$ cat config.mk
export PLATFORM = sky130hd
export DESIGN_NAME = des_dsi_elastic_top
export DESIGN_NICKNAME = d
export VERILOG_FILES = /design/src/inc/des_pkg.sv /design/src/inc/des_store_if.sv /design/src/verilog/des_dsi_elastic_top.sv /design/src/verilog/des_elastic_store.sv
export SDC_FILE = /design/constraint.sdc
export NUM_CORES = 1
export LEC_CHECK = 0
export ABC_AREA = 0
export BUFFER_PORTS_ARGS = -buffer_cell sky130_fd_sc_hd__clkbuf_2
export CORE_UTILIZATION = 28
export CTS_CLUSTER_SIZE = 40
export DETAILED_ROUTE_END_ITERATION = 10
export GPL_ROUTABILITY_DRIVEN = 0
export GPL_TIMING_DRIVEN = 0
export SYNTH_ARGS = -nofsm -noshare
export SYNTH_HDL_FRONTEND = slang
export SYNTH_HIERARCHICAL = 1
export SYNTH_SLANG_ARGS = --single-unit
$ cat constraint.sdc
create_clock -name pclk -period 3.9 [get_ports pclk]
set_input_delay 0.78 -clock pclk [delete_from_list [all_inputs] [get_ports pclk]]
set_output_delay 0.78 -clock pclk [all_outputs]
set_load 0.02 [all_outputs]
$ cat src/inc/des_pkg.sv
// Shared constants for the interface elastic store block
package des_pkg;
  // Register byte offsets
  localparam logic [7:0] DES_CTRL_OFS = 8'h00;
  localparam logic [7:0] DES_SLOT_OFS = 8'h04;
  localparam logic [7:0] DES_STAT_OFS = 8'h08;
  localparam logic [7:0] DES_MASK_OFS = 8'h0c;
  localparam logic [7:0] DES_LEVEL_OFS = 8'h10;
  // Field positions
  localparam int DES_CTRL_MODE_BIT = 0;
  localparam int DES_CTRL_XCHG_BIT = 1;
  localparam int DES_SLOT_RX_LSB = 0;
  localparam int DES_SLOT_TX_LSB = 8;
  localparam int DES_SLOT_W = 6;
  localparam int DES_STAT_TX_SLIP_BIT = 0;
  localparam int DES_STAT_RX_SLIP_BIT = 1;
  localparam int DES_LEVEL_RX_LSB = 0;
  localparam int DES_LEVEL_TX_LSB = 8;
  // Reset values
  localparam logic [1:0] DES_CTRL_RST = 2'h1;
  localparam logic [DES_SLOT_W-1:0] DES_SLOT_RST = 6'h00;
  localparam logic [1:0] DES_MASK_RST = 2'h0;
  // Word layout: B1 [17:10], B2 [9:2], D [1:0]
  localparam int DES_WORD_W = 18;
  localparam int DES_B1_LSB = 10;
  localparam int DES_B2_LSB = 2;
  localparam int DES_B_W = 8;
  localparam int DES_D_W = 2;
  // Store geometry: four frames, half apart at reset
  localparam int DES_PTR_W = 3;
  localparam int DES_IDX_W = 2;
  localparam int DES_DEPTH = 4;
  localparam logic [DES_PTR_W-1:0] DES_WR_PTR_RST = 3'h2;
  localparam logic [DES_PTR_W-1:0] DES_RD_PTR_RST = 3'h0;
  localparam logic [DES_PTR_W-1:0] DES_FULL_LEVEL = 3'h4;
  // Interface bit counter
  localparam int DES_CNT_W = 9;
  localparam logic [DES_CNT_W-1:0] DES_CNT_MAX = 9'h1ff;
  localparam logic [4:0] DES_WORD_BITS = 5'h12;
  // Timing
  localparam int DES_CLK_PERIOD_NS = 4;
  localparam int DES_LINE_FRAME_US = 125;
  localparam int DES_SCLK_KHZ = 2048;
  localparam int DES_FRAME_CYC_DEFAULT = DES_LINE_FRAME_US * 1000 / DES_CLK_PERIOD_NS;
  localparam int DES_SCLK_HALVES = 2 * DES_SCLK_KHZ * DES_LINE_FRAME_US / 1000;
  localparam int DES_ACC_W = 16;
endpackage

$ cat src/inc/des_store_if.sv
// Signals between the main block and one elastic store
`timescale 1ns/10ps
interface des_store_if;
  import des_pkg::*;
  logic wr_valid;
  logic [DES_WORD_W-1:0] wr_word;
  logic rd_req;
  logic [DES_WORD_W-1:0] rd_word;
  logic slip;
  logic [DES_PTR_W-1:0] level;
  modport owner (output wr_valid, output wr_word, output rd_req,
                 input rd_word, input slip, input level);
  modport store (input wr_valid, input wr_word, input rd_req,
                 output rd_word, output slip, output level);
endinterface

$ cat src/verilog/des_dsi_elastic_top.sv
// Interface elastic stores, slot timing, system clock and register file
//
// Local design decisions: the placing of the registers and register access over APB.
`timescale 1ns/10ps
module des_dsi_elastic_top
  import des_pkg::*;
#(
  parameter int FRAME_CYCLES = DES_FRAME_CYC_DEFAULT
) (
  input wire logic pclk,
  input wire logic presetn,
  input wire logic [7:0] paddr,
  input wire logic psel,
  input wire logic penable,
  input wire logic pwrite,
  input wire logic [31:0] pwdata,
  output logic [31:0] prdata,
  output logic pready,
  output logic pslverr,
  output logic irq,
  input wire logic dsi_bclk,
  input wire logic frame_sync_first,
  input wire logic frame_sync_second,
  input wire logic interface_transmit_data,
  output logic interface_receive_data,
  output logic d_enable_pin,
  input wire logic line_frame_tick,
  input wire logic line_rx_valid,
  input wire logic [DES_WORD_W-1:0] line_rx_word,
  input wire logic line_tx_req,
  output logic line_tx_valid,
  output logic [DES_WORD_W-1:0] line_tx_word
);
  localparam logic [DES_ACC_W-1:0] FRAME_CYC_W = DES_ACC_W'(FRAME_CYCLES);
  localparam logic [DES_ACC_W-1:0] HALVES_W = DES_ACC_W'(DES_SCLK_HALVES);

  // Swaps B1 and B2 when exchange is on
  function automatic logic [DES_WORD_W-1:0] xchg(input logic [DES_WORD_W-1:0] w,
                                                 input logic en);
    xchg = en ? {w[DES_B2_LSB +: DES_B_W], w[DES_B1_LSB +: DES_B_W], w[DES_D_W-1:0]} : w;
  endfunction

  // Bit index of the current clock edge; frame sync marks bit zero
  function automatic logic [DES_CNT_W-1:0] next_idx(input logic fs,
                                                    input logic [DES_CNT_W-1:0] c);
    if (fs) begin
      next_idx = '0;
    end else if (c == DES_CNT_MAX) begin
      next_idx = c;
    end else begin
      next_idx = DES_CNT_W'(c + 9'h1);
    end
  endfunction

  // True while the index lies in the word window of the slot
  function automatic logic in_win(input logic [DES_CNT_W-1:0] idx,
                                  input logic [DES_SLOT_W-1:0] slot);
    logic [DES_CNT_W:0] start;
    start = {1'b0, slot, 3'h0};
    in_win = ({1'b0, idx} >= start) && ({1'b0, idx} < (start + 10'(DES_WORD_W)));
  endfunction

  des_store_if rx_if ();
  des_store_if tx_if ();

  des_elastic_store u_rx_store (
    .pclk(pclk),
    .presetn(presetn),
    .sif(rx_if.store)
  );
  des_elastic_store u_tx_store (
    .pclk(pclk),
    .presetn(presetn),
    .sif(tx_if.store)
  );

  // Registers
  logic [1:0] ctrl;
  logic [DES_SLOT_W-1:0] rx_slot;
  logic [DES_SLOT_W-1:0] tx_slot;
  logic [1:0] stat;
  logic [1:0] mask;
  logic mode;
  logic exch;
  assign mode = ctrl[DES_CTRL_MODE_BIT];
  assign exch = ctrl[DES_CTRL_XCHG_BIT];

  // Pin synchronisers; stage 0 feeds stage 1 only
  logic [2:0] bclk_s;
  logic [1:0] fsa_s;
  logic [1:0] fsb_s;
  logic [1:0] txd_s;
  logic bclk_rise;
  logic bclk_fall;

  always_ff @(posedge pclk or negedge presetn) begin
    if (!presetn) begin
      bclk_s <= '0;
      fsa_s <= '0;
      fsb_s <= '0;
      txd_s <= '0;
    end else begin
      bclk_s <= {bclk_s[1:0], dsi_bclk};
      fsa_s <= {fsa_s[0], frame_sync_first};
      fsb_s <= {fsb_s[0], frame_sync_second};
      txd_s <= {txd_s[0], interface_transmit_data};
    end
  end
  assign bclk_rise = bclk_s[1] & ~bclk_s[2];
  assign bclk_fall = ~bclk_s[1] & bclk_s[2];

  // Receive direction: store to interface, timed by first frame sync
  logic [DES_CNT_W-1:0] rx_cnt;
  logic [DES_WORD_W-1:0] rx_sh;
  logic [4:0] rx_left;
  logic rx_load;
  logic rx_frame;

  assign rx_frame = bclk_rise & fsa_s[1];

  always_ff @(posedge pclk or negedge presetn) begin
    if (!presetn) begin
      rx_cnt <= DES_CNT_MAX;
    end else if (bclk_rise) begin
      rx_cnt <= next_idx(fsa_s[1], rx_cnt);
    end
  end

  always_ff @(posedge pclk or negedge presetn) begin
    if (!presetn) begin
      rx_load <= 1'b0;
    end else begin
      rx_load <= rx_if.rd_req;
    end
  end

  assign rx_if.rd_req = rx_frame & (rx_left == '0);
  assign rx_if.wr_valid = line_rx_valid;
  assign rx_if.wr_word = line_rx_word;

  always_ff @(posedge pclk or negedge presetn) begin
    if (!presetn) begin
      rx_sh <= '0;
      rx_left <= '0;
      interface_receive_data <= 1'b0;
    end else if (rx_load) begin
      rx_sh <= xchg(rx_if.rd_word, exch);
      rx_left <= DES_WORD_BITS;
    end else if (bclk_fall && rx_left != '0 && in_win(rx_cnt, rx_slot)) begin
      interface_receive_data <= rx_sh[DES_WORD_W-1];
      rx_sh <= {rx_sh[DES_WORD_W-2:0], 1'b0};
      rx_left <= 5'(rx_left - 5'h1);
    end else if (bclk_fall) begin
      interface_receive_data <= 1'b0;
    end
  end

  // Transmit direction: interface to store, timed by second frame sync
  logic [DES_CNT_W-1:0] tx_cnt;
  logic [DES_CNT_W-1:0] tx_idx;
  logic [DES_WORD_W-1:0] tx_sh;
  logic [4:0] tx_got;
  logic tx_wr;

  assign tx_idx = next_idx(fsb_s[1], tx_cnt);

  always_ff @(posedge pclk or negedge presetn) begin
    if (!presetn) begin
      tx_cnt <= DES_CNT_MAX;
    end else if (bclk_rise) begin
      tx_cnt <= tx_idx;
    end
  end

  always_ff @(posedge pclk or negedge presetn) begin
    if (!presetn) begin
      tx_sh <= '0;
      tx_got <= '0;
      tx_wr <= 1'b0;
    end else begin
      tx_wr <= 1'b0;
      if (bclk_rise && in_win(tx_idx, tx_slot)) begin
        tx_sh <= {tx_sh[DES_WORD_W-2:0], txd_s[1]};
        if (tx_got == 5'(DES_WORD_BITS - 5'h1)) begin
          tx_got <= '0;
          tx_wr <= 1'b1;
        end else begin
          tx_got <= 5'(tx_got + 5'h1);
        end
      end else if (bclk_rise && fsb_s[1]) begin
        tx_got <= '0;
      end
    end
  end

  assign tx_if.wr_valid = tx_wr;
  assign tx_if.wr_word = xchg(tx_sh, exch);
  assign tx_if.rd_req = line_tx_req;
  assign line_tx_word = tx_if.rd_word;

  always_ff @(posedge pclk or negedge presetn) begin
    if (!presetn) begin
      line_tx_valid <= 1'b0;
    end else begin
      line_tx_valid <= line_tx_req;
    end
  end

  // System clock locked to the line frame by fractional division
  logic [DES_ACC_W-1:0] acc;
  logic [DES_ACC_W-1:0] acc_sum;
  logic sclk;
  assign acc_sum = DES_ACC_W'(acc + HALVES_W);

  always_ff @(posedge pclk or negedge presetn) begin
    if (!presetn) begin
      acc <= '0;
      sclk <= 1'b0;
    end else if (line_frame_tick) begin
      acc <= '0;
      sclk <= 1'b1;
    end else if (acc_sum >= FRAME_CYC_W) begin
      acc <= DES_ACC_W'(acc_sum - FRAME_CYC_W);
      sclk <= ~sclk;
    end else begin
      acc <= acc_sum;
    end
  end

  always_ff @(posedge pclk or negedge presetn) begin
    if (!presetn) begin
      d_enable_pin <= 1'b0;
    end else begin
      d_enable_pin <= mode & sclk;
    end
  end

  // APB slave, zero wait states
  logic wr_en;
  logic rd_setup;
  logic mapped;

  assign mapped = (paddr == DES_CTRL_OFS) || (paddr == DES_SLOT_OFS) ||
                  (paddr == DES_STAT_OFS) || (paddr == DES_MASK_OFS) ||
                  (paddr == DES_LEVEL_OFS);
  assign wr_en = psel & penable & pwrite & mapped;
  assign rd_setup = psel & ~penable & ~pwrite;
  assign pready = 1'b1;
  assign pslverr = psel & penable & ~mapped;

  always_ff @(posedge pclk or negedge presetn) begin
    if (!presetn) begin
      ctrl <= DES_CTRL_RST;
      rx_slot <= DES_SLOT_RST;
      tx_slot <= DES_SLOT_RST;
      mask <= DES_MASK_RST;
    end else if (wr_en) begin
      if (paddr == DES_CTRL_OFS) begin
        ctrl <= pwdata[1:0];
      end
      if (paddr == DES_SLOT_OFS) begin
        rx_slot <= pwdata[DES_SLOT_RX_LSB +: DES_SLOT_W];
        tx_slot <= pwdata[DES_SLOT_TX_LSB +: DES_SLOT_W];
      end
      if (paddr == DES_MASK_OFS) begin
        mask <= pwdata[1:0];
      end
    end
  end

  // Sticky slip flags; a new slip beats a same-cycle clear
  logic [1:0] slip_set;
  logic [1:0] slip_clr;
  assign slip_set = {rx_if.slip, tx_if.slip};
  assign slip_clr = (wr_en && paddr == DES_STAT_OFS) ? pwdata[1:0] : 2'h0;

  always_ff @(posedge pclk or negedge presetn) begin
    if (!presetn) begin
      stat <= '0;
    end else begin
      stat <= (stat & ~slip_clr) | slip_set;
    end
  end

  always_ff @(posedge pclk or negedge presetn) begin
    if (!presetn) begin
      irq <= 1'b0;
    end else begin
      irq <= |(((stat & ~slip_clr) | slip_set) & mask);
    end
  end

  always_ff @(posedge pclk or negedge presetn) begin
    if (!presetn) begin
      prdata <= '0;
    end else if (rd_setup) begin
      case (paddr)
        DES_CTRL_OFS: prdata <= {30'h0, ctrl};
        DES_SLOT_OFS: prdata <= {18'h0, tx_slot, 2'h0, rx_slot};
        DES_STAT_OFS: prdata <= {30'h0, stat};
        DES_MASK_OFS: prdata <= {30'h0, mask};
        DES_LEVEL_OFS: prdata <= {21'h0, tx_if.level, 5'h0, rx_if.level};
        default: prdata <= '0;
      endcase
    end
  end
endmodule

$ cat src/verilog/des_elastic_store.sv
// Four-frame elastic store with whole-frame slip
`timescale 1ns/10ps
module des_elastic_store
  import des_pkg::*;
(
  input wire logic pclk,
  input wire logic presetn,
  des_store_if.store sif
);
  logic [DES_WORD_W-1:0] mem [DES_DEPTH];
  logic [DES_PTR_W-1:0] wr_ptr;
  logic [DES_PTR_W-1:0] rd_ptr;
  logic [DES_PTR_W-1:0] occ;
  logic full;
  logic empty;

  assign occ = DES_PTR_W'(wr_ptr - rd_ptr);
  assign full = (occ == DES_FULL_LEVEL);
  assign empty = (occ == '0);
  assign sif.level = occ;

  // Write side; a frame arriving into a full store with no read in the same cycle is dropped whole
  always_ff @(posedge pclk or negedge presetn) begin
    if (!presetn) begin
      wr_ptr <= DES_WR_PTR_RST;
    end else if (sif.wr_valid && (!full || sif.rd_req)) begin
      wr_ptr <= DES_PTR_W'(wr_ptr + 3'h1);
    end
  end

  always_ff @(posedge pclk or negedge presetn) begin
    if (!presetn) begin
      for (int i = 0; i < DES_DEPTH; i++) begin
        mem[i] <= '0;
      end
    end else if (sif.wr_valid && (!full || sif.rd_req)) begin
      mem[wr_ptr[DES_IDX_W-1:0]] <= sif.wr_word;
    end
  end

  // Read side; an empty store with no word arriving in the same cycle repeats the last whole frame
  always_ff @(posedge pclk or negedge presetn) begin
    if (!presetn) begin
      rd_ptr <= DES_RD_PTR_RST;
      sif.rd_word <= '0;
    end else if (sif.rd_req) begin
      if (empty && !sif.wr_valid) begin
        sif.rd_word <= mem[DES_IDX_W'(rd_ptr - 3'h1)];
      end else begin
        // Empty store with a word arriving passes that word straight on
        sif.rd_word <= empty ? sif.wr_word : mem[rd_ptr[DES_IDX_W-1:0]];
        rd_ptr <= DES_PTR_W'(rd_ptr + 3'h1);
      end
    end
  end

  always_ff @(posedge pclk or negedge presetn) begin
    if (!presetn) begin
      sif.slip <= 1'b0;
    end else begin
      sif.slip <= (sif.rd_req && empty && !sif.wr_valid) ||
                  (sif.wr_valid && full && !sif.rd_req);
    end
  end
endmodule

# ---- Word level (Yosys, flattened, before mapping)
# Cells that the tools add are included.
dict set report totals {
  regBits 340
}
dict set report op_classes {
  n_addsub 16
  order_cmp 13
  n_eq_ne 10
  mux 45
  bitwise 30
  n_reduce_logical 52
}
# op count
set op_table {}
lappend op_table {{$mux 18} 18}
lappend op_table {{$bmux 18 s2} 4}
lappend op_table {{$bwmux 72} 2}
lappend op_table {{$demux 18 s2} 2}
lappend op_table {{$pmux 14 s5} 1}
lappend op_table {{$mux 9} 4}
lappend op_table {{$mux 16} 2}
lappend op_table {{$mux 5} 5}
lappend op_table {{$logic_and 1x1->1} 21}
lappend op_table {{$add 9x5->10 const B} 2}
lappend op_table {{$lt 9x10->1} 2}
lappend op_table {{$add 9x1->9 const B} 2}
lappend op_table {{$eq 9x9->1 const B} 2}
lappend op_table {{$ge 3x3->1 const B} 6}
lappend op_table {{$ge 9x9->1} 2}
lappend op_table {{$not 2->3} 6}
lappend op_table {{$add 16x10->16 const B} 1}
lappend op_table {{$eq 8x4->1 const B} 2}
lappend op_table {{$ge 16x15->1 const B} 1}
lappend op_table {{$sub 16x15->16 const B} 1}
lappend op_table {{$reduce_and 2->1} 7}
lappend op_table {{$add 3x1->3 const B} 4}
lappend op_table {{$and 1x1->1} 11}
lappend op_table {{$not 1->1} 9}
lappend op_table {{other kinds (23)} 49}

# ---- Logic depth before layout (Yosys ltp)
dict set report depth {
  word_depth 13
  ltp_mapped 16
  depth_no_buf 15
}

# ---- Hierarchy
# Netlist, hierarchy kept.
# mod n_inst cells_each area_per_inst_um2 seq_area_each_um2
set modules_own_cells {}
lappend modules_own_cells {des_dsi_elastic_top 1 697 7255.7 3151.8}
lappend modules_own_cells {{des_elastic_store at u_rx_store} 1 369 5247.5 2428.6}
lappend modules_own_cells {{des_elastic_store at u_tx_store} 1 372 5237.5 2428.6}

# ---- Least setup slack after synthesis
# No wires, ideal clock.
dict set report synth_timing {
  kind {reg2reg}
  startpoint {register tx_cnt[0]}
  endpoint {register tx_sh[0]}
  arrival_ps 3566
  slack_ps 209
  stages_incl_launch_ff 17
  path_buffers 1
  period_less_slack_ps 3691
  path_cell_list {dfstp_2 ha_1 nand2_1 nor3_1 nor2_1 and3_1 xnor2_1 nor2_1 ha_1 a21oi_1 and3_1 nor3_1 o21a_1 o41ai_4 nor2_2 buf_6 mux2_4}
}
dict set report synth_via {
  elab_chain_cells 6
}
# element line
set synth_lines {}
lappend synth_lines {{start: declaration} des_dsi_elastic_top.sv:159} ;# logic [DES_CNT_W-1:0] tx_cnt;
lappend synth_lines {{start signal: assignment} des_dsi_elastic_top.sv:171} ;# tx_cnt <= tx_idx;
lappend synth_lines {{$add 9x1->9 or $eq 9x9->1 (tied branches)} {des_dsi_elastic_top.sv:51, des_dsi_elastic_top.sv:48}}
lappend synth_lines {{$mux 9 *} des_dsi_elastic_top.sv:48} ;# end else if (c == DES_CNT_MAX) begin
lappend synth_lines {{$mux 9 *} des_dsi_elastic_top.sv:46} ;# if (fs) begin
lappend synth_lines {{via tx_idx[5]} des_dsi_elastic_top.sv:160} ;# logic [DES_CNT_W-1:0] tx_idx;
lappend synth_lines {{$lt 9x10->1 or $ge 9x9->1 (tied branches)} des_dsi_elastic_top.sv:60} ;# in_win = ({1'b0, idx} >= start) && ({1'b0, idx} < (start + 10'(DES_WORD_W)));
lappend synth_lines {{$logic_and 1x1->1 *} des_dsi_elastic_top.sv:60}
lappend synth_lines {{$logic_and 1x1->1 *} des_dsi_elastic_top.sv:182} ;# if (bclk_rise && in_win(tx_idx, tx_slot)) begin
lappend synth_lines {{end signal: assignment} des_dsi_elastic_top.sv:183} ;# tx_sh <= {tx_sh[DES_WORD_W-2:0], txd_s[1]};
lappend synth_lines {{end: declaration} des_dsi_elastic_top.sv:161} ;# logic [DES_WORD_W-1:0] tx_sh;
# The timed path passes the listed nets; every way through them passes the cells marked *.
# A chain may end at the register's enable or synchronous reset.

# ---- Worst setup path after layout
dict set report layout_timing {
  startpoint {register tx_cnt[0]}
  endpoint {register tx_sh[8]}
}
# Same word-level chain as after synthesis.

==> impl_metrics.env <==
export IMPL_max_stage_delay_ns=0.59
export IMPL_grt_pass1_vias=12500
export IMPL_die_h_um=254
export IMPL_cp_end_kind="flip-flop"
export IMPL_synth_cell_types=74
export IMPL_routedWlPerCell_um=18.2
export IMPL_rsz0062_at_grt="no"
export IMPL_grt_max_degree=116
export IMPL_rows=91
export IMPL_overflow=0
export IMPL_synth_edf_count=0
export IMPL_yosys_warnings=6
export IMPL_rr_endpoint="tx_sh[8]"
export IMPL_vias_per_cell=4.94
export IMPL_cts_root_buf="clkbuf_16"
export IMPL_netlist_top_cells_count="dfrtp_1 (298), mux2_2 (105), mux2_4 (95)"
export IMPL_placed_cell_area_um2=19300
export IMPL_clkTransAtPathRegs_ns=0.06
export IMPL_leakagePower_nw=8.89
export IMPL_synth_area_leaders="dfrtp_1 (42%), mux4_2 (8.5%), mux2_4 (8.0%)"
export IMPL_vias=12100
export IMPL_nets=1704
export IMPL_vdd_ir_drop_max_v=0.000437
export IMPL_syn2layout_area_growth_pct=16.6
export IMPL_finalSetupTns_ns=0
export IMPL_p_int_w=0.00851
export IMPL_grt_pass1_wl_um=70800
export IMPL_layout_setup_ws_ns=0.213
export IMPL_skew_ns=0.0408
export IMPL_endpoint="tx_sh[8]"
export IMPL_insertion_delay_ns=0.57
export IMPL_r2r_start="tx_cnt[0]"
export IMPL_grt_use_total=0.139
export IMPL_start_kind="flip-flop"
export IMPL_reg2reg_setup_slack_ns=0.21
export IMPL_syn_avg_cell_area_um2=12.3
export IMPL_place_ws_ns=-0.332
export IMPL_p_switching_w=0.00443
export IMPL_synthFlopType="dfrtp_1"
export IMPL_synthArstFlopShare=1.00
export IMPL_num_io_pins=126
export IMPL_synth_seq_area_share=0.451
export IMPL_cp_startpoint="tx_cnt[0]"
export IMPL_portBuffers=82
export IMPL_antenna_found_initial=1
export IMPL_worst_hold_slack_ns=0.299
export IMPL_core_area_um2=62200
export IMPL_yosysTopAreaCell="dfrtp_1"
export IMPL_p_seq_frac=0.366
export IMPL_cts_tree="yes"
export IMPL_maxCapViolations=0
export IMPL_wirelength_um=44500
export IMPL_syn_area_um2=17700
export IMPL_die_area_um2=64400
export IMPL_n_antenna_cell=0
export IMPL_slew_viol_final=0
export IMPL_hold_buffers=0
export IMPL_synth_top_area_share=0.420
export IMPL_fin_crit_sh=0.945
export IMPL_cts_buffers=38
export IMPL_clock_sinks=319
export IMPL_yosysMostFrequentCell="dfrtp_1"
export IMPL_r2r_cells=17
export IMPL_p_clk_frac=0.285
export IMPL_period_needed_ns=3.69
export IMPL_stdcell_area_um2=20700
export IMPL_p_comb_frac=0.349
export IMPL_crit_slowest_cell="dfstp_2"
export IMPL_slew_limit_headroom=0.318
export IMPL_path_depth=17
export IMPL_path_max_fanout=10
export IMPL_worstSetupPathType="flip-flop to flip-flop"
export IMPL_power_density_nw_per_um2=625
export IMPL_timing_critical_path_buf_inv=2
export IMPL_htreeDepth=2
export IMPL_clk_path_buf_depth=3
export IMPL_crit_required_ns=4.33
export IMPL_die_w_um=254
export IMPL_cp_top_family="simple AND/OR/NAND/NOR gates"
export IMPL_start_util=0.285
export IMPL_setup_viol=0
export IMPL_synthCells=1438
export IMPL_switching_share=0.342
export IMPL_worst_pin_slew_ns=1.02
export IMPL_path_cells="ha_1 > nand2_2 > nor3_4 > nor2_1 > and3_1 > xnor2_1 > nor2_1 > ha_1 > a21oi_1 > and3_1 > nor3_1 > o21a_1 > o41ai_4 > buf_4 > nor2_4 > buf_6 > mux2_4"
export IMPL_outcome="complete, no violations"
export IMPL_hp_class="input port to async pin"
export IMPL_layout_drive_gt1_share=0.316
export IMPL_fmax_ghz=0.271
export IMPL_critPathArrivalTime_ns=4.12
export IMPL_hpwlAfterDp_um=31300
export IMPL_drcViolationCount=0
export IMPL_ant_nets=0
export IMPL_dr_pass1_iters=5
export IMPL_finalHoldViolations=0
export IMPL_drt_initial_drc_count=1049
export IMPL_ys_ff_latch=319
==> what timing repair did <==
item | 4_1_cts | 5_1_grt
setup endpoints to repair | 21 | 22
resized for setup | 2 | 3
pin swaps | 2 | 2
buffers inserted | 2 | 1
==> sequential cells by signal, indices dropped and copies added, names as in the netlist, 9 cells and up <==
register and cells:
acc 15, prdata 12, rx_cnt 9, rx_sh 18, tx_cnt 9, tx_sh 18
u_rx_store/mem 72, u_rx_store/sif.rd_word 18, u_tx_store/mem 72, u_tx_store/sif.rd_word 18
==> metal layers <==
metal	up-vias	part of all wire	track usage
li1	5542	-	-
met3	83	0.057	0.0285
met2	329	0.47	0.219
met1	6157	0.45	0.190
met4	2	0.023	0.0449
met5	-	0.00018	0
==> worst register-to-register path: stages (launching register included) <==
cell and delay, ns:
dfstp_2 0.59, ha_1 0.26, nand2_2 0.14, nor3_4 0.15, nor2_1 0.09, and3_1 0.23
xnor2_1 0.13, nor2_1 0.18, ha_1 0.29, a21oi_1 0.18, and3_1 0.18, nor3_1 0.05
o21a_1 0.21, o41ai_4 0.19, buf_4 0.19, nor2_4 0.06, buf_6 0.17, mux2_4 0.30
==> cell families (layout without fill, tap and decap cells) <==
logic type	after synthesis	in the layout	synth area share
AO/OA/AOI/OAI	157	157	0.0637
flip-flops	319	319	0.451
multiplexers	336	336	0.271
buffers and inverters	194	350	0.0567
AND/OR/NAND/NOR	343	343	0.101
adder cells (fa/ha/maj)	50	50	0.0361
XOR/XNOR	37	37	0.0200
other	2	21	0.000423
==> cell usage in the layout, fill, tap and decap left out, types with 38 or more instances in the layout <==
cell	n
dfrtp_1	298
mux2_2	105
mux2_4	95
clkbuf_2	81
inv_1	77
nand2_1	76
clkbuf_1	70
mux2i_1	68
mux4_2	67
nor2_1	61
nand4_1	61
nand3_1	53
ha_1	48
clkbuf_16	38
==> worst min-delay path by stage <==
stage / slack [ns] / endpoint
floorplan: 0.33 / bclk_s[1]
CTS: 0.31 / fsb_s[0]
detailed placement: 0.34 / fsa_s[1]
finish: 0.30 / u_rx_store/mem[49]
global route: 0.32 / fsb_s[0]
global placement: 0.34 / bclk_s[1]
==> stage by stage <==
stage / cells / util / total power [W]
CTS: 2449 / 0.333 / 0.0131
finish: 2450 / 0.333 / 0.0129
floorplan: 1457 / - / 0.00791
global route: 2450 / 0.333 / 0.0136
detailed placement: 2378 / 0.311 / 0.00928
global placement: 2376 / 0.310 / 0.00913
==> power by group through the flow <==
stage,Sequential (W),Clock [W],Combinational [W]
3_3_place_gp,0.00474,0,0.00439
6_report,0.00474,0.00369,0.00451
4_1_cts,0.00474,0.00381,0.00451
3_5_place_dp,0.00478,0,0.00449
5_1_grt,0.00485,0.00393,0.00485
2_1_floorplan,0.00456,0,0.00335
==> area by class of cell <==
cell class              count  area (µm²)
fillers                  6246       41500
multi-input cells         944        8820
flip-flops and latches    319        8010
clock buffers              58        1130
well taps                 837        1050
plain buffers             116         713
repair buffers             87         497
inverters                  78         293
clock inverters            11         186
(Power assumes the default switching activity.)
